[config.mk]
export PLATFORM = sky130hd
export DESIGN_NAME = tol_trip
export DESIGN_NICKNAME = d
export VERILOG_FILES = /design/src/tol_pkg.sv /design/src/tol_set_if.sv /design/src/tol_trip.sv /design/src/tol_setchk.sv /design/src/tol_timer.sv
export SDC_FILE = /design/constraint.sdc
export NUM_CORES = 1
export LEC_CHECK = 0
export ABC_AREA = 1
export BUFFER_PORTS_ARGS = -buffer_cell sky130_fd_sc_hd__buf_2
export CORE_ASPECT_RATIO = 1.2
export CORE_MARGIN = 10
export CORE_UTILIZATION = 40
export DETAILED_ROUTE_END_ITERATION = 12
export HOLD_SLACK_MARGIN = 0.1
export PLACE_DENSITY = 0.62
export SLEW_MARGIN = 15
export SYNTH_ARGS = -nofsm -noshare
export SYNTH_HDL_FRONTEND = slang
export SYNTH_SLANG_ARGS = --single-unit
[constraint.sdc]
create_clock -name i_core_clk -period 1.9 [get_ports i_core_clk]
set_clock_uncertainty 0.05 [all_clocks]
set_input_delay 0.285 -clock i_core_clk [delete_from_list [all_inputs] [get_ports i_core_clk]]
set_output_delay 0.285 -clock i_core_clk [all_outputs]
set_load 0.01 [all_outputs]
[src/tol_pkg.sv]
`default_nettype none
package tol_pkg;
	// timing
	localparam int unsigned CLK_PERIOD_NS = 100;
	localparam int unsigned CYCLE_TIME_MS = 5;
	localparam int unsigned CYCLE_CLKS    = (CYCLE_TIME_MS * 1000000) / CLK_PERIOD_NS;
	// widths
	localparam int unsigned LVL_W = 11;
	localparam int unsigned DLY_W = 20;
	localparam int unsigned K_W   = 10;
	localparam int unsigned CUR_W = 16;
	// register byte offsets
	localparam logic [7:0] A_CTRL     = 8'h00;
	localparam logic [7:0] A_LVL_A1   = 8'h04;
	localparam logic [7:0] A_LVL_A2   = 8'h08;
	localparam logic [7:0] A_LVL_INH  = 8'h0c;
	localparam logic [7:0] A_LVL_TRIP = 8'h10;
	localparam logic [7:0] A_TRIP_DLY = 8'h14;
	localparam logic [7:0] A_PICKUP   = 8'h18;
	localparam logic [7:0] A_SVC_FAC  = 8'h1c;
	localparam logic [7:0] A_AMB_K    = 8'h20;
	localparam logic [7:0] A_INOM     = 8'h24;
	localparam logic [7:0] A_KLIM     = 8'h28;
	localparam logic [7:0] A_STATUS   = 8'h2c;
	localparam logic [7:0] A_USED     = 8'h30;
	// control fields
	localparam int unsigned CTRL_EN_LSB    = 0;
	localparam int unsigned CTRL_FORCE_BIT = 4;
	localparam int unsigned CTRL_SWBLK_BIT = 5;
	localparam int unsigned KLIM_MIN_LSB   = 16;
	// reset values, thresholds in 0.1 %
	localparam logic [5:0]       RST_CTRL     = 6'h00;
	localparam logic [LVL_W-1:0] RST_LVL_A1   = 11'h190;
	localparam logic [LVL_W-1:0] RST_LVL_A2   = 11'h190;
	localparam logic [LVL_W-1:0] RST_LVL_INH  = 11'h320;
	localparam logic [LVL_W-1:0] RST_LVL_TRIP = 11'h3e8;
	localparam logic [DLY_W-1:0] RST_DLY      = 20'h00000;
	localparam logic [DLY_W-1:0] DLY_MAX      = 20'hafc80;
	// factors in hundredths
	localparam logic [K_W-1:0] K_ONE  = 10'h064;
	localparam logic [K_W-1:0] K_LO   = 10'h001;
	localparam logic [K_W-1:0] K_HI   = 10'h1f4;
	localparam logic [K_W-1:0] SF_LO  = 10'h064;
	localparam logic [K_W-1:0] SF_HI  = 10'h0c8;
	// currents in 0.01 x nominal
	localparam logic [CUR_W-1:0] CUR_1PCT   = 16'h0001;
	localparam logic [CUR_W-1:0] CUR_2IN    = 16'h00c8;
	localparam logic [CUR_W-1:0] RST_PICKUP = 16'h0064;

	typedef enum logic [2:0] {
		COND_NORMAL  = 3'b000,
		COND_ALARM1  = 3'b001,
		COND_ALARM2  = 3'b010,
		COND_INHIBIT = 3'b011,
		COND_TRIP    = 3'b100,
		COND_BLOCKED = 3'b101
	} tol_cond_e;

	typedef enum logic [1:0] {
		LOAD_LIGHT  = 2'b00,
		LOAD_HIGH   = 2'b01,
		LOAD_OVER   = 2'b10,
		LOAD_NORMAL = 2'b11
	} tol_load_e;
endpackage
`default_nettype wire

[src/tol_set_if.sv]
`timescale 1ns/1ps
`default_nettype none
interface tol_set_if;
	logic [9:0] sf_set;
	logic [9:0] k_set;
	logic [9:0] inom_set;
	logic [9:0] kmax_set;
	logic [9:0] kmin_set;
	logic [9:0] sf_used;
	logic [9:0] k_used;
	logic [9:0] inom_used;
	logic [3:0] flt;
	modport top (output sf_set, k_set, inom_set, kmax_set, kmin_set,
		input sf_used, k_used, inom_used, flt);
	modport chk (input sf_set, k_set, inom_set, kmax_set, kmin_set,
		output sf_used, k_used, inom_used, flt);
endinterface
`default_nettype wire

[src/tol_trip.sv]
// Design decisions made here: the register offsets and the APB slave port.
`timescale 1ns/1ps
`default_nettype none
// Contract
// - each of four outputs has an enable, default off; disabled never asserts
// - alarm 1 at theta over its threshold, 0.1 % steps, default 40 %
// - alarm 2 on its own threshold, same range, default 40 %
// - inhibit default 80 %, trip default 100 %, own thresholds
// - trip delayed by 0 to 3600 s in 5 ms steps, default none
// - alarms and inhibit direct; only trip passes block check
// - block input registered every clock; each tick uses the value taken the clock before
// - pickup with block inactive gives start and runs trip timing
// - pickup with block active gives blocked, no further trip processing
// - block rising during start clears start, timer released
// - each blocking raises display and time-stamped event with current and type; no time stamp is kept, only current and load code
// - in forcing mode a software switch drives the block input
// - condition code 0 normal..5 blocked; normal drives no output; start can still assert while the code is normal
// - load status code from current against 1 %, pickup, 2 x nominal
// - bad service factor flags fault and uses 1.0
// - bad ambient settings flag fault and use 1.0; a bad k limit pair is only flagged, k in use is kept
// - bad nominal current setting flags fault and uses 1.0
// - inconsistent ambient k flagged while it persists
module tol_trip #(
	parameter int unsigned P_CYCLE_CLKS = tol_pkg::CYCLE_CLKS
) (
	// clock and reset
	input  wire logic        i_core_clk,
	input  wire logic        i_rst_n,
	// apb slave
	input  wire logic [7:0]  i_paddr,
	input  wire logic        i_psel,
	input  wire logic        i_penable,
	input  wire logic        i_pwrite,
	input  wire logic [31:0] i_pwdata,
	output logic [31:0]      o_prdata,
	output logic             o_pready,
	output logic             o_pslverr,
	// process inputs
	input  wire logic [10:0] i_theta,
	input  wire logic [15:0] i_current,
	input  wire logic        i_block,
	// stage outputs
	output logic             o_alarm1,
	output logic             o_alarm2,
	output logic             o_inhibit,
	output logic             o_trip,
	output logic             o_start,
	output logic             o_blocked,
	output logic [2:0]       o_cond,
	output logic [1:0]       o_load,
	// blocking event
	output logic             o_blk_evt,
	output logic             o_hmi_evt,
	output logic [15:0]      o_evt_cur,
	output logic [1:0]       o_evt_type,
	// factors in use
	output logic [9:0]       o_sf_used,
	output logic [9:0]       o_k_used,
	output logic [9:0]       o_inom_used,
	output logic [3:0]       o_set_flt
);
	// settings
	logic [5:0]  ctrl_q;
	logic [10:0] lvl_a1_q;
	logic [10:0] lvl_a2_q;
	logic [10:0] lvl_inh_q;
	logic [10:0] lvl_trip_q;
	logic [19:0] dly_q;
	logic [15:0] pickup_q;
	logic [9:0]  sf_q;
	logic [9:0]  k_q;
	logic [9:0]  inom_q;
	logic [9:0]  kmax_q;
	logic [9:0]  kmin_q;

	// stage state
	logic        blk_q;
	logic        pready_q;

	wire         tick;
	wire         expired;

	tol_set_if set_if ();

	// ---------------- apb decode ----------------
	wire setup  = i_psel & ~i_penable;
	wire wr_acc = i_psel & i_penable & i_pwrite & o_pready;

	wire s_ctrl  = i_paddr == tol_pkg::A_CTRL;
	wire s_a1    = i_paddr == tol_pkg::A_LVL_A1;
	wire s_a2    = i_paddr == tol_pkg::A_LVL_A2;
	wire s_inh   = i_paddr == tol_pkg::A_LVL_INH;
	wire s_trip  = i_paddr == tol_pkg::A_LVL_TRIP;
	wire s_dly   = i_paddr == tol_pkg::A_TRIP_DLY;
	wire s_pick  = i_paddr == tol_pkg::A_PICKUP;
	wire s_sf    = i_paddr == tol_pkg::A_SVC_FAC;
	wire s_k     = i_paddr == tol_pkg::A_AMB_K;
	wire s_inom  = i_paddr == tol_pkg::A_INOM;
	wire s_klim  = i_paddr == tol_pkg::A_KLIM;
	wire s_stat  = i_paddr == tol_pkg::A_STATUS;
	wire s_used  = i_paddr == tol_pkg::A_USED;

	wire mapped = s_ctrl | s_a1 | s_a2 | s_inh | s_trip | s_dly
		| s_pick | s_sf | s_k | s_inom | s_klim | s_stat | s_used;

	wire [31:0] status_w = {16'h0000, o_set_flt,
		o_trip, o_inhibit, o_alarm2, o_alarm1,
		o_blocked, o_start, o_load, 1'b0, o_cond};

	wire [31:0] used_w = {2'b00, o_inom_used, o_k_used, o_sf_used};

	wire [31:0] rd_data =
		s_ctrl ? {26'h0000000, ctrl_q} :
		s_a1   ? {21'h000000, lvl_a1_q} :
		s_a2   ? {21'h000000, lvl_a2_q} :
		s_inh  ? {21'h000000, lvl_inh_q} :
		s_trip ? {21'h000000, lvl_trip_q} :
		s_dly  ? {12'h000, dly_q} :
		s_pick ? {16'h0000, pickup_q} :
		s_sf   ? {22'h000000, sf_q} :
		s_k    ? {22'h000000, k_q} :
		s_inom ? {22'h000000, inom_q} :
		s_klim ? {6'h00, kmin_q, 6'h00, kmax_q} :
		s_stat ? status_w :
		s_used ? used_w :
		32'h00000000;

	// one wait-free access phase; answer prepared in setup
	always_ff @(posedge i_core_clk) begin
		if (!i_rst_n) begin
			pready_q  <= 1'b0;
			o_pslverr <= 1'b0;
			o_prdata  <= 32'h00000000;
		end else begin
			pready_q  <= setup;
			o_pslverr <= setup & ~mapped;
			o_prdata  <= setup ? rd_data : 32'h00000000;
		end
	end

	assign o_pready = pready_q;

	// ---------------- register writes ----------------
	// enables default off
	always_ff @(posedge i_core_clk) begin
		if (!i_rst_n) begin
			ctrl_q <= tol_pkg::RST_CTRL;
		end else if (wr_acc && s_ctrl) begin
			ctrl_q <= i_pwdata[5:0];
		end
	end

	always_ff @(posedge i_core_clk) begin
		if (!i_rst_n) begin
			lvl_a1_q   <= tol_pkg::RST_LVL_A1;
			lvl_a2_q   <= tol_pkg::RST_LVL_A2;
			lvl_inh_q  <= tol_pkg::RST_LVL_INH;
			lvl_trip_q <= tol_pkg::RST_LVL_TRIP;
		end else if (wr_acc) begin
			if (s_a1) begin
				lvl_a1_q <= i_pwdata[10:0];
			end
			if (s_a2) begin
				lvl_a2_q <= i_pwdata[10:0];
			end
			if (s_inh) begin
				lvl_inh_q <= i_pwdata[10:0];
			end
			if (s_trip) begin
				lvl_trip_q <= i_pwdata[10:0];
			end
		end
	end

	always_ff @(posedge i_core_clk) begin
		if (!i_rst_n) begin
			dly_q <= tol_pkg::RST_DLY;
		end else if (wr_acc && s_dly) begin
			dly_q <= (i_pwdata[19:0] > tol_pkg::DLY_MAX) ? tol_pkg::DLY_MAX : i_pwdata[19:0];
		end
	end

	always_ff @(posedge i_core_clk) begin
		if (!i_rst_n) begin
			pickup_q <= tol_pkg::RST_PICKUP;
			sf_q     <= tol_pkg::K_ONE;
			k_q      <= tol_pkg::K_ONE;
			inom_q   <= tol_pkg::K_ONE;
			kmax_q   <= tol_pkg::K_ONE;
			kmin_q   <= tol_pkg::K_ONE;
		end else if (wr_acc) begin
			if (s_pick) begin
				pickup_q <= i_pwdata[15:0];
			end
			if (s_sf) begin
				sf_q <= i_pwdata[9:0];
			end
			if (s_k) begin
				k_q <= i_pwdata[9:0];
			end
			if (s_inom) begin
				inom_q <= i_pwdata[9:0];
			end
			if (s_klim) begin
				kmax_q <= i_pwdata[9:0];
				kmin_q <= i_pwdata[tol_pkg::KLIM_MIN_LSB +: 10];
			end
		end
	end

	// ---------------- setting checks ----------------
	assign set_if.sf_set   = sf_q;
	assign set_if.k_set    = k_q;
	assign set_if.inom_set = inom_q;
	assign set_if.kmax_set = kmax_q;
	assign set_if.kmin_set = kmin_q;

	tol_setchk u_setchk (
		.s (set_if.chk)
	);

	always_ff @(posedge i_core_clk) begin
		if (!i_rst_n) begin
			o_sf_used   <= tol_pkg::K_ONE;
			o_k_used    <= tol_pkg::K_ONE;
			o_inom_used <= tol_pkg::K_ONE;
			o_set_flt   <= 4'h0;
		end else begin
			o_sf_used   <= set_if.sf_used;
			o_k_used    <= set_if.k_used;
			o_inom_used <= set_if.inom_used;
			o_set_flt   <= set_if.flt;
		end
	end

	// ---------------- stage decision ----------------
	wire [3:0] en = ctrl_q[tol_pkg::CTRL_EN_LSB +: 4];

	wire blk_src = ctrl_q[tol_pkg::CTRL_FORCE_BIT] ?
		ctrl_q[tol_pkg::CTRL_SWBLK_BIT] : i_block;

	wire reach_a1   = i_theta >= lvl_a1_q;
	wire reach_a2   = i_theta >= lvl_a2_q;
	wire reach_inh  = i_theta >= lvl_inh_q;
	wire reach_trip = i_theta >= lvl_trip_q;

	wire a1_d  = en[0] & reach_a1;
	wire a2_d  = en[1] & reach_a2;
	wire inh_d = en[2] & reach_inh;
	wire pick  = en[3] & reach_trip;

	wire start_d = pick & ~blk_q;
	wire blocked_d = pick & blk_q;
	wire trip_d = start_d & expired;

	wire [2:0] cond_d =
		blocked_d ? tol_pkg::COND_BLOCKED :
		trip_d    ? tol_pkg::COND_TRIP :
		inh_d     ? tol_pkg::COND_INHIBIT :
		a2_d      ? tol_pkg::COND_ALARM2 :
		a1_d      ? tol_pkg::COND_ALARM1 :
		tol_pkg::COND_NORMAL;

	wire [1:0] load_d =
		(i_current < tol_pkg::CUR_1PCT) ? tol_pkg::LOAD_LIGHT :
		(i_current > tol_pkg::CUR_2IN)  ? tol_pkg::LOAD_HIGH :
		(i_current > pickup_q)          ? tol_pkg::LOAD_OVER :
		tol_pkg::LOAD_NORMAL;

	tol_timer #(
		.P_CYCLE_CLKS (P_CYCLE_CLKS)
	) u_timer (
		.i_core_clk (i_core_clk),
		.i_rst_n    (i_rst_n),
		.i_run      (start_d),
		.i_delay    (dly_q),
		.o_tick     (tick),
		.o_expired  (expired)
	);

	// block registered on every clock edge
	// the value held at the tick edge is the one taken the edge before,
	// so block is fixed ahead of every threshold and timer decision
	always_ff @(posedge i_core_clk) begin
		if (!i_rst_n) begin
			blk_q <= 1'b0;
		end else begin
			blk_q <= blk_src;
		end
	end

	// outputs refresh once per processing cycle
	always_ff @(posedge i_core_clk) begin
		if (!i_rst_n) begin
			o_alarm1  <= 1'b0;
			o_alarm2  <= 1'b0;
			o_inhibit <= 1'b0;
			o_trip    <= 1'b0;
			o_start   <= 1'b0;
			o_blocked <= 1'b0;
			o_cond    <= tol_pkg::COND_NORMAL;
		end else if (tick) begin
			o_alarm1  <= a1_d;
			o_alarm2  <= a2_d;
			o_inhibit <= inh_d;
			o_trip    <= trip_d;
			o_start   <= start_d;
			o_blocked <= blocked_d;
			o_cond    <= cond_d;
		end
	end

	always_ff @(posedge i_core_clk) begin
		if (!i_rst_n) begin
			o_load <= tol_pkg::LOAD_LIGHT;
		end else begin
			o_load <= load_d;
		end
	end

	wire blk_rise = tick & blocked_d & ~o_blocked;

	always_ff @(posedge i_core_clk) begin
		if (!i_rst_n) begin
			o_blk_evt <= 1'b0;
			o_hmi_evt <= 1'b0;
		end else begin
			o_blk_evt <= blk_rise;
			o_hmi_evt <= blk_rise;
		end
	end

	// payload holds until the next blocking
	always_ff @(posedge i_core_clk) begin
		if (!i_rst_n) begin
			o_evt_cur  <= 16'h0000;
			o_evt_type <= tol_pkg::LOAD_LIGHT;
		end else if (blk_rise) begin
			o_evt_cur  <= i_current;
			o_evt_type <= load_d;
		end
	end

	// block lead time
	// a block taken before one tick acts on that tick's trip decision,
	// so the source must be stable one clock ahead of expiry
endmodule // tol_trip
`default_nettype wire

[src/tol_setchk.sv]
`timescale 1ns/1ps
`default_nettype none
module tol_setchk (
	tol_set_if.chk s
);
	wire sf_bad   = (s.sf_set < tol_pkg::SF_LO) | (s.sf_set > tol_pkg::SF_HI);
	wire k_bad    = (s.k_set < tol_pkg::K_LO) | (s.k_set > tol_pkg::K_HI);
	wire inom_bad = (s.inom_set < tol_pkg::K_LO) | (s.inom_set > tol_pkg::K_HI);
	// k at hot end above k at cold end cannot be right
	wire klim_bad = s.kmax_set > s.kmin_set;

	assign s.sf_used   = sf_bad ? tol_pkg::K_ONE : s.sf_set;
	assign s.k_used    = k_bad ? tol_pkg::K_ONE : s.k_set;
	assign s.inom_used = inom_bad ? tol_pkg::K_ONE : s.inom_set;
	assign s.flt       = {klim_bad, inom_bad, k_bad, sf_bad};
endmodule // tol_setchk
`default_nettype wire

[src/tol_timer.sv]
`timescale 1ns/1ps
`default_nettype none
module tol_timer #(
	parameter int unsigned P_CYCLE_CLKS = tol_pkg::CYCLE_CLKS
) (
	// clock and reset
	input  wire logic        i_core_clk,
	input  wire logic        i_rst_n,
	// control
	input  wire logic        i_run,
	input  wire logic [19:0] i_delay,
	// status
	output logic             o_tick,
	output logic             o_expired
);
	localparam int unsigned TW = $clog2(P_CYCLE_CLKS + 1);
	localparam logic [TW-1:0] LAST = TW'(P_CYCLE_CLKS - 1);

	logic [TW-1:0] div_q;
	logic [19:0]   cnt_q;
	wire           wrap = div_q == LAST;

	always_ff @(posedge i_core_clk) begin
		if (!i_rst_n || wrap) begin
			div_q <= '0;
		end else begin
			div_q <= div_q + TW'(1);
		end
	end

	always_ff @(posedge i_core_clk) begin
		if (!i_rst_n) begin
			o_tick <= 1'b0;
		end else begin
			o_tick <= wrap;
		end
	end

	always_ff @(posedge i_core_clk) begin
		if (!i_rst_n) begin
			cnt_q <= 20'h00000;
		end else if (o_tick) begin
			if (!i_run) begin
				cnt_q <= 20'h00000;
			end else if (cnt_q != 20'hfffff) begin
				cnt_q <= cnt_q + 20'h00001;
			end
		end
	end

	assign o_expired = cnt_q >= i_delay;
endmodule // tol_timer
`default_nettype wire

==> Word level (Yosys, flattened, before mapping) <==
Cells that the tools add are included.
{ "totals": {"output_inout_bits": 99, "register_bits": 272, "mem_bits_ro": 0, "ram_bits": 0, "wordCells": 157, "n_memories": 0, "latchBits": 0} }
{ "op_classes": {"reduce_logical": 24, "muxes": 25, "div_mod_pow": 0, "bitwise": 36, "eq_ne": 15, "mul": 0, "shift": 0, "addsub": 2, "n_lt_le_gt_ge": 16} }
{ "ops": {"columns": ["op", "n"], "rows": [
  ["$mux W20", 8],
  ["$mux W26", 3],
  ["$ge A11 B11 Y1", 4],
  ["$mux W11", 4],
  ["$eq A8 B6 Y1 const B", 5],
  ["$eq A8 B5 Y1 const B", 4],
  ["$reduce_and A2 Y1", 11],
  ["$add A20 B1 Y20 const B", 1],
  ["$ge A20 B20 Y1", 1],
  ["$gt A10 B9 Y1 const B", 2],
  ["$gt A20 B20 Y1 const B", 1],
  ["$lt A10 B1 Y1 const B", 2],
  ["$ne A20 B20 Y1 const B", 1],
  ["$add A16 B1 Y16 const B", 1],
  ["$eq A16 B16 Y1 const B", 1],
  ["$eq A8 B4 Y1 const B", 2],
  ["$gt A16 B16 Y1", 1],
  ["$gt A16 B8 Y1 const B", 1],
  ["$lt A16 B1 Y1 const B", 1],
  ["$or A1 B1 Y1", 15],
  ["$reduce_or A15 Y1", 1],
  ["$and A1 B1 Y1", 14],
  ["$reduce_or A14 Y1", 1],
  ["$reduce_or A12 Y1", 1],
  ["17 further kinds", 32]
]} }

==> Longest topological paths before layout <==
Gate-level depths: netlist of run 1.
{ "depth": {"depth_word": 15, "depth_mapped": 14, "mapped_depth_nobuf": 14} }

==> By module <==
A second synthesis of run 1 with hierarchy kept.
{ "hier_totals": {"hier_cells": 2106, "hier_area_um2": 14475.1} }
{ "by_module_without_submodules": {"columns": ["mod", "area_per_inst_um2", "cells_each", "instances"], "rows": [
  ["tol_trip", 11003.1, 1514, 1],
  ["tol_timer", 2676.3, 433, 1],
  ["tol_setchk", 795.8, 159, 1]
]} }

==> Worst setup path before layout of run 1 <==
Ideal clock, no wire load.
{ "synth_timing": {"path_type": "register to register", "startpoint": "register lvl_trip_q[10]", "endpoint": "register o_evt_cur[10]", "period_less_slack_ns": 1.877, "path_slack_ns": 0.023, "path_buffers": 1, "arrival_ns": 1.711, "stages_incl_launch_ff": 14, "setup_ns": 0.116, "path_cell_list": "dfxtp_1 -> inv_1 -> ha_1 -> nand2_1 -> nor2_1 -> and2_1 -> nand2_1 -> nand4_2 -> nand4_1 -> inv_1 -> nand2_2 -> buf_2 -> nor2_1 -> nor2_1"} }
{ "synth_via": {"elab_chain_cells": 5} }
{ "synth_lines": {"columns": ["element", "line", "rtl"], "rows": [
  ["start, declared", "tol_trip.sv:67", "logic [10:0] lvl_trip_q;"],
  ["start signal, assigned", "tol_trip.sv:158", "lvl_trip_q <= tol_pkg::RST_LVL_TRIP;"],
  ["start signal, assigned", "tol_trip.sv:170", "lvl_trip_q <= i_pwdata[10:0];"],
  ["$ge A11 B11 Y1", "tol_trip.sv:245", "wire reach_trip = i_theta >= lvl_trip_q;"],
  ["$and A1 B1 Y1", "tol_trip.sv:250", "wire pick = en[3] & reach_trip;"],
  ["$and A1 B1 Y1", "tol_trip.sv:253", "wire blocked_d = pick & blk_q;"],
  ["$and A1 B1 Y1 (2 in series)", "tol_trip.sv:321", "wire blk_rise = tick & blocked_d & ~o_blocked;"],
  ["end signal, assigned", "tol_trip.sv:339", "o_evt_cur <= i_current;"],
  ["end, declared", "tol_trip.sv:54", "output logic [15:0] o_evt_cur,"]
]} }
Every way passes these cells.
A chain may end at the register's enable or synchronous reset.

==> Final worst setup path of run 1 <==
{ "layout_timing": {"startpoint": "register lvl_trip_q[7]", "endpoint": "register o_evt_cur[6]"} }
The elaborated chain is that of the path after synthesis.

==> impl_metrics.csv, run 1 <==
group,metric,value,unit
worst_setup_path,worstSetupEndpoint,"o_evt_cur[6]",
pwr,vdd_drop_max,0.6545,mV
worst_setup_path,end_kind,"register",
logic_synthesis,seq_area_frac_synth,39.37,%
global_route,antenna_found_initial,1,
floorplanning,io_pins,172,
global_route,grt_start_max_net_pins,74,
worst_setup_path,reg2reg_from,"lvl_trip_q[7]",
timing,fin_tns_setup,-8.470,ns
global_route,grt_overflow_total,0,
global_route,track_usage,23.14,%
placement,io_buffers,163,
pwr,leakage,0.008257,µW
global_route,grt_pass1_wl,77.66,mm
logic_synthesis,synth_warnings,0,
min_path,hp-class,"input port to register",
routing,detail_route.first_pass.iterations,5,
logic_synthesis,synth_seq_cells,270,
logic_synthesis,netlist_instances,1899,
floorplanning,dieArea,0.04216,mm²
final_layout,drive_above_1_share,23.87,%
worst_setup_path,path_delay_family,"simple AND/OR/NAND/NOR gates",
logic_synthesis,avgSynthCellArea,7.229,µm²
timing,fin_ws,-0.2618,ns
placement,placed_area,0.01620,mm²
worst_setup_path,crit_path_cell_trace,"inv_2 > ha_1 > nand2_2 > nor2_4 > and2_4 > nand2_4 > nand4_4 > nand4_1 > buf_4 > nor2_4 > clkbuf_16 > o21ai_2 > nor2_1",
timing,maxSlewViolCount,0,
routing,drt_wl_total,51.19,mm
worst_setup_path,worst-path-max-fanout,8,
logic_synthesis,ys_types,52,
worst_setup_path,crit_path_start_kind,"register",
worst_setup_path,r2r.worst_path.cells,13,
routing,ant_nets,0,
timing,maxSlewHeadroom,62.40,%
run,drv_cap,0,
timing,final.min_clock_period,2.162,ns
worst_setup_path,path_common_cell,"nor2_4",
worst_setup_path,cp-startpoint,"lvl_trip_q[7]",
floorplanning,initial_core_util,40.40,%
floorplanning,core-area,0.03398,mm²
clock_tree,h-tree-depth,1,
final_layout,mostFrequentLayoutCells,"nand2_1 (335), dfxtp_1 (259), inv_1 (231)",
timing,tightest_slew,0.5634,ns
routing,route.detailed.wl_per_inst,18.68,µm
timing,setup_viol,43,
final_layout,stdcell_area,0.01833,mm²
floorplanning,dieHeight,222.9,µm
worst_setup_path,path_class,"register to register",
logic_synthesis,syn_area,0.01373,mm²
floorplanning,rows,74,
worst_setup_path,r2r_slack,-0.26,ns
clock_tree,cts_sinks,270,
final_layout,final_common_cell,"nand2_1",
logic_synthesis,synth-edff-count,0,
clock_tree,numCtsBuffers,30,
placement,dp_cells,2623,
worst_setup_path,crit_arrival,2.62,ns
final_layout,finalNetCount,2424,
final_layout,final_cells,2740,
global_route,first_global_vias,13810,
logic_synthesis,synth_ff_type,"dfxtp_1",
routing,drc,0,
timing,rsz0062_at_grt,"true",
clock_tree,root_buffer,"clkbuf_16",
timing,post-route-period-util,113.8,%
timing,fmax,0.4626,GHz
run_status,violations,"negative setup slack",
routing,route.vias.total,14230,
worst_setup_path,cp_slowest_cell,"dfxtp_2",
clock_tree,cts_max_path_buffers,3,
final_layout,syn_to_final_growth,33.51,%
worst_setup_path,path_buf_inv,3,
floorplanning,die_x,189.1,µm
routing,drt-initial-drc-count,1139,
worst_setup_path,r2r-end,"o_evt_cur[6]",
run_status,run_status,"complete, but fails checks",
placement,hpwl,39.17,mm
worst_setup_path,crit_path_max_incr_delay,0.33,ns
routing,routed_via_density,5.195,
clock_tree,cts_tree,"built",
worst_setup_path,crit_required,2.36,ns
clock_tree,insertion_delay,0.59,ns
logic_synthesis,async_reset_ff_share,0,%
worst_setup_path,cp.depth,13,
clock_tree,cts.reportedPaths.clkPinSlew,0.06,ns
min_path,hold_path_depth,4,
pwr,powerDensity,715.5,mW/mm²
timing,hold_violations,0,
placement,place_congestion,0.9905,
==> power by group <==
group          switching [µW]  internal [µW]  total, µW
logic                     527            350        877
registers                10.2           5680       5690
clock network            2510           4040       6550
total                    3050          10100      13100
==> layer usage <==
metal	share of wire (%)	global-route usage [%]	wire, µm	vias up
li1	-	-	-	6995
met1	41	27.34	20950	6674
met2	49	40.40	25040	446
met3	5.9	3.636	3017	118
met4	4.3	10.25	2181	0
met5	0	0	0	-
==> flip-flops by register name, summed over array words and instances (netlist names), 11 cells and up <==
register	count
dly_q	20
u_timer.div_q	16
o_prdata	30
pickup_q	16
lvl_a2_q	11
lvl_inh_q	11
lvl_a1_q	11
u_timer.cnt_q	20
lvl_trip_q	11
o_evt_cur	16
==> worst reg2reg max path, stage by stage (launching register included) <==
cell,delay [ns]
dfxtp_2,0.33
inv_2,0.04
ha_1,0.27
nand2_2,0.08
nor2_4,0.10
and2_4,0.15
nand2_4,0.05
nand4_4,0.09
nand4_1,0.18
buf_4,0.20
nor2_4,0.19
clkbuf_16,0.21
o21ai_2,0.06
nor2_1,0.10
==> layout make-up <==
cell class                      count  area (µm²)
Sequential cell                   270        5419
Fill cell                        3300       15650
Clock inverter                     10       183.9
Antenna cell                        1       2.502
Inverter                          253       959.7
Timing Repair Buffer              392        2810
Tap cell                          456       570.5
Multi-Input combinational cell   1312        7451
Clock buffer                       46       932.1
==> worst min-delay path by stage <==
| stage | slack, ns | start | end |
|---|---|---|---|
| final | 0.14 | i_pwdata[7] | lvl_trip_q[7] |
| after global routing | 0.14 | i_pwdata[5] | ctrl_q[5] |
| after CTS | 0.11 | i_pwdata[7] | lvl_trip_q[7] |
| after detailed placement | 0.36 | o_inom_used[6] | o_prdata[26] |
| after global placement | 0.36 | o_inom_used[9] | o_prdata[29] |
| after floorplan | 0.36 | i_pwdata[18] | kmin_q[2] |
==> cells by family after synthesis <==
logic type,share of synthesized area (%)
fa+ha+maj,8.385
compound gates,18.06
other cells,0.02732
xor+xnor,1.212
buf+inv,9.342
flops,39.37
simple gates,23.61
==> metrics by stage <==
stage	power, µW	hold WS, ns	setup slack [ns]	utilization [%]
2_1_floorplan	6163	0.3614	0.02279	-
3_3_place_gp	6550	0.3579	-0.3033	47.68
3_5_place_dp	6560	0.3637	-0.4278	47.68
4_1_cts	13150	0.1085	-0.2363	53.19
5_1_grt	13470	0.1362	-0.3853	53.94
6_report	13110	0.1436	-0.2618	53.94
==> cell usage after synthesis (all sizes together) (12+ instances only) <==
cell type | n | area, µm²
nand2 | 354 | 1380
clkbuf | 33 | 125.1
ha | 92 | 1151
o211ai | 22 | 165.2
nand3 | 93 | 475.5
a31oi | 16 | 100.1
xor2 | 12 | 105.1
nor3 | 23 | 141.4
a21oi | 210 | 1070
buf | 38 | 205.2
dfxtp | 270 | 5405
nor2 | 207 | 887.1
o21ai | 188 | 944.7
nand4 | 34 | 219.0
inv | 250 | 940.9
==> timing repair <==
action,in CTS,in global routing
hold endpoints to repair,56,0
gates resized for setup,66,58
endpoints found under the setup margin,44,71
buffers inserted,9,4
pin swaps,9,14
hold buffers,41,0
gates cloned,3,3
(Power assumes the default switching activity.)
==> run 2: changes to the inputs <==
==> constraint.sdc (replaced) <==
create_clock -name i_core_clk -period 1.84 [get_ports i_core_clk]
set_clock_uncertainty 0.05 [all_clocks]
set_input_delay 0.184 -clock i_core_clk [delete_from_list [all_inputs] [get_ports i_core_clk]]
set_output_delay 0.184 -clock i_core_clk [all_outputs]
set_load 0.01 [all_outputs]
==> impl_metrics.csv, run 2 (same netlist as run 1, synthesis figures left out) <==
group,metric,value,unit
run_status,run_status,"complete, but fails checks",
run_status,violations,"negative setup slack",
routing,drt_wl_total,51.05,mm
final_layout,finalNetCount,2430,
floorplanning,dieArea,0.04216,mm²
global_route,grt_pass1_wl,77.72,mm
pwr,clkPwrFrac,47.9,%
timing,tightest_slew,0.4990,ns
floorplanning,initial_core_util,40.40,%
pwr,p_sw_share,23.97,%
final_layout,top_regs,"o_prdata (30), dly_q (20), u_timer.cnt_q (20)",
routing,detail_route.first_pass.iterations,5,
clock_tree,numCtsBuffers,29,
clock_tree,root_buffer,"clkbuf_16",
placement,dp_cells,2633,
final_layout,final_common_cell,"nand2_1",
timing,hold_violations,0,
timing,post-route-period-util,110.1,%
clock_tree,h-tree-depth,1,
global_route,first_global_vias,13790,
timing,maxSlewViolCount,0,
pwr,p_total,12980,µW
final_layout,stdcell_area,0.01853,mm²
placement,io_buffers,163,
pwr,p_int,9867,µW
timing,holdWs,0.2556,ns
run,drv_cap,0,
worst_setup_path,worst-path-max-fanout,17,
pwr,vdd_drop_max,0.6474,mV
routing,ant_nets,0,
pwr,powerDensity,700.4,mW/mm²
timing,maxSlewHeadroom,66.31,%
timing,fmax,0.4938,GHz
clock_tree,cts_sinks,270,
final_layout,regMostFlops,"o_prdata",
placement,hpwl,38.98,mm
worst_setup_path,end_kind,"register",
pwr,p_seq_share,45.2,%
routing,drc,0,
timing,setup_viol,43,
routing,drt-initial-drc-count,1074,
global_route,grt_overflow_total,0,
global_route,antenna_found_initial,1,
pwr,combPwrFrac,6.9,%
pwr,leakage,0.008296,µW
min_path,hp-class,"input port to register",
timing,final.min_clock_period,2.025,ns
final_layout,final_cells,2743,
global_route,grt_start_max_net_pins,79,
routing,route.detailed.wl_per_inst,18.61,µm
floorplanning,core-area,0.03398,mm²
clock_tree,cts_tree,"built",
floorplanning,die_x,189.1,µm
final_layout,drive_above_1_share,24.98,%
global_route,track_usage,23.11,%
pwr,switching_power,3110,µW
worst_setup_path,crit_arrival,2.48,ns
timing,fin_ws,-0.1851,ns
floorplanning,io_pins,172,
timing,fin_tns_setup,-5.670,ns
placement,place_congestion,0.9910,
worst_setup_path,crit_required,2.29,ns
final_layout,syn_to_final_growth,34.96,%
routing,route.vias.total,14230,
floorplanning,dieHeight,222.9,µm
clock_tree,cts.reportedPaths.clkPinSlew,0.06,ns
worst_setup_path,crit_path_start_kind,"register",
timing,rsz0062_at_grt,"true",
clock_tree,cts_max_path_buffers,3,
placement,placed_area,0.01636,mm²
routing,routed_via_density,5.189,
final_layout,largest_register_ffs,30,
worst_setup_path,path_class,"register to register",
clock_tree,insertion_delay,0.57,ns
floorplanning,rows,74,
final_layout,mostFrequentLayoutCells,"nand2_1 (324), dfxtp_1 (257), inv_1 (229)",
[run 2: stage by stage]
step / setup WS, ns / utilization [%]
2_1_floorplan: 0.001316 / -
3_3_place_gp: -0.2372 / 48.13
3_5_place_dp: -0.2927 / 48.13
4_1_cts: -0.1853 / 53.69
5_1_grt: -0.3233 / 54.53
6_report: -0.1851 / 54.53
[run 2: layer usage]
layer / vias up / wire length (µm) / GRT usage [%]
met5: - / 0 / 0
met4: 0 / 2486 / 10.69
met3: 129 / 3190 / 3.386
met2: 522 / 24990 / 40.69
met1: 6573 / 20380 / 27.03
li1: 7010 / - / -
[run 2: power by group through the flow]
stage               Combinational, µW  Sequential [µW]  Clock (µW)
floorplan                         364             6000           0
global placement                  750             6000           0
detailed placement                758             6000           0
CTS                               865             5870        6310
global route                      965             5870        6510
finish                            890             5870        6220
[run 2: final cells by class]
cell class | count | area (µm²)
fillers | 3296 | 15450
diodes | 1 | 2.502
flip-flops and latches | 270 | 5421
repair buffers | 401 | 2965
multi-input cells | 1310 | 7612
clock inverters | 16 | 198.9
clock buffers | 36 | 802.0
well taps | 456 | 570.5
inverters | 253 | 954.7
[run 2: critical path: stages, from the launching register on]
cell and delay (ns):
dfxtp_2 0.34, inv_2 0.05, ha_4 0.26, nand2_4 0.06, nor2_4 0.11, and2_4 0.16
nand2_4 0.05, nand4_4 0.11, nand4_1 0.15, buf_4 0.18, nor2_4 0.11, buf_12 0.15
o21ai_0 0.07, nor2_1 0.11
[run 2: path summary, 6_finish.rpt]
path / from / end / slack [ns] / depth (start not counted)
max: lvl_trip_q[7] / o_evt_cur[8] / -0.19 / 13
min: i_pwrite / ctrl_q[3] / 0.26 / 5
max reg2reg: lvl_trip_q[7] / o_evt_cur[8] / -0.19 / 13
min reg2reg: o_inom_used[8] / o_prdata[28] / 0.37 / 2
[run 2: repair_timing]
item / in CTS / in global routing
buffers inserted: 6 / 3
pin swaps: 28 / 32
endpoints found under the setup margin: 45 / 52
resized for setup: 86 / 66
hold endpoints to repair: 108 / 0
hold buffers: 46 / 0
gates cloned: 2 / 0
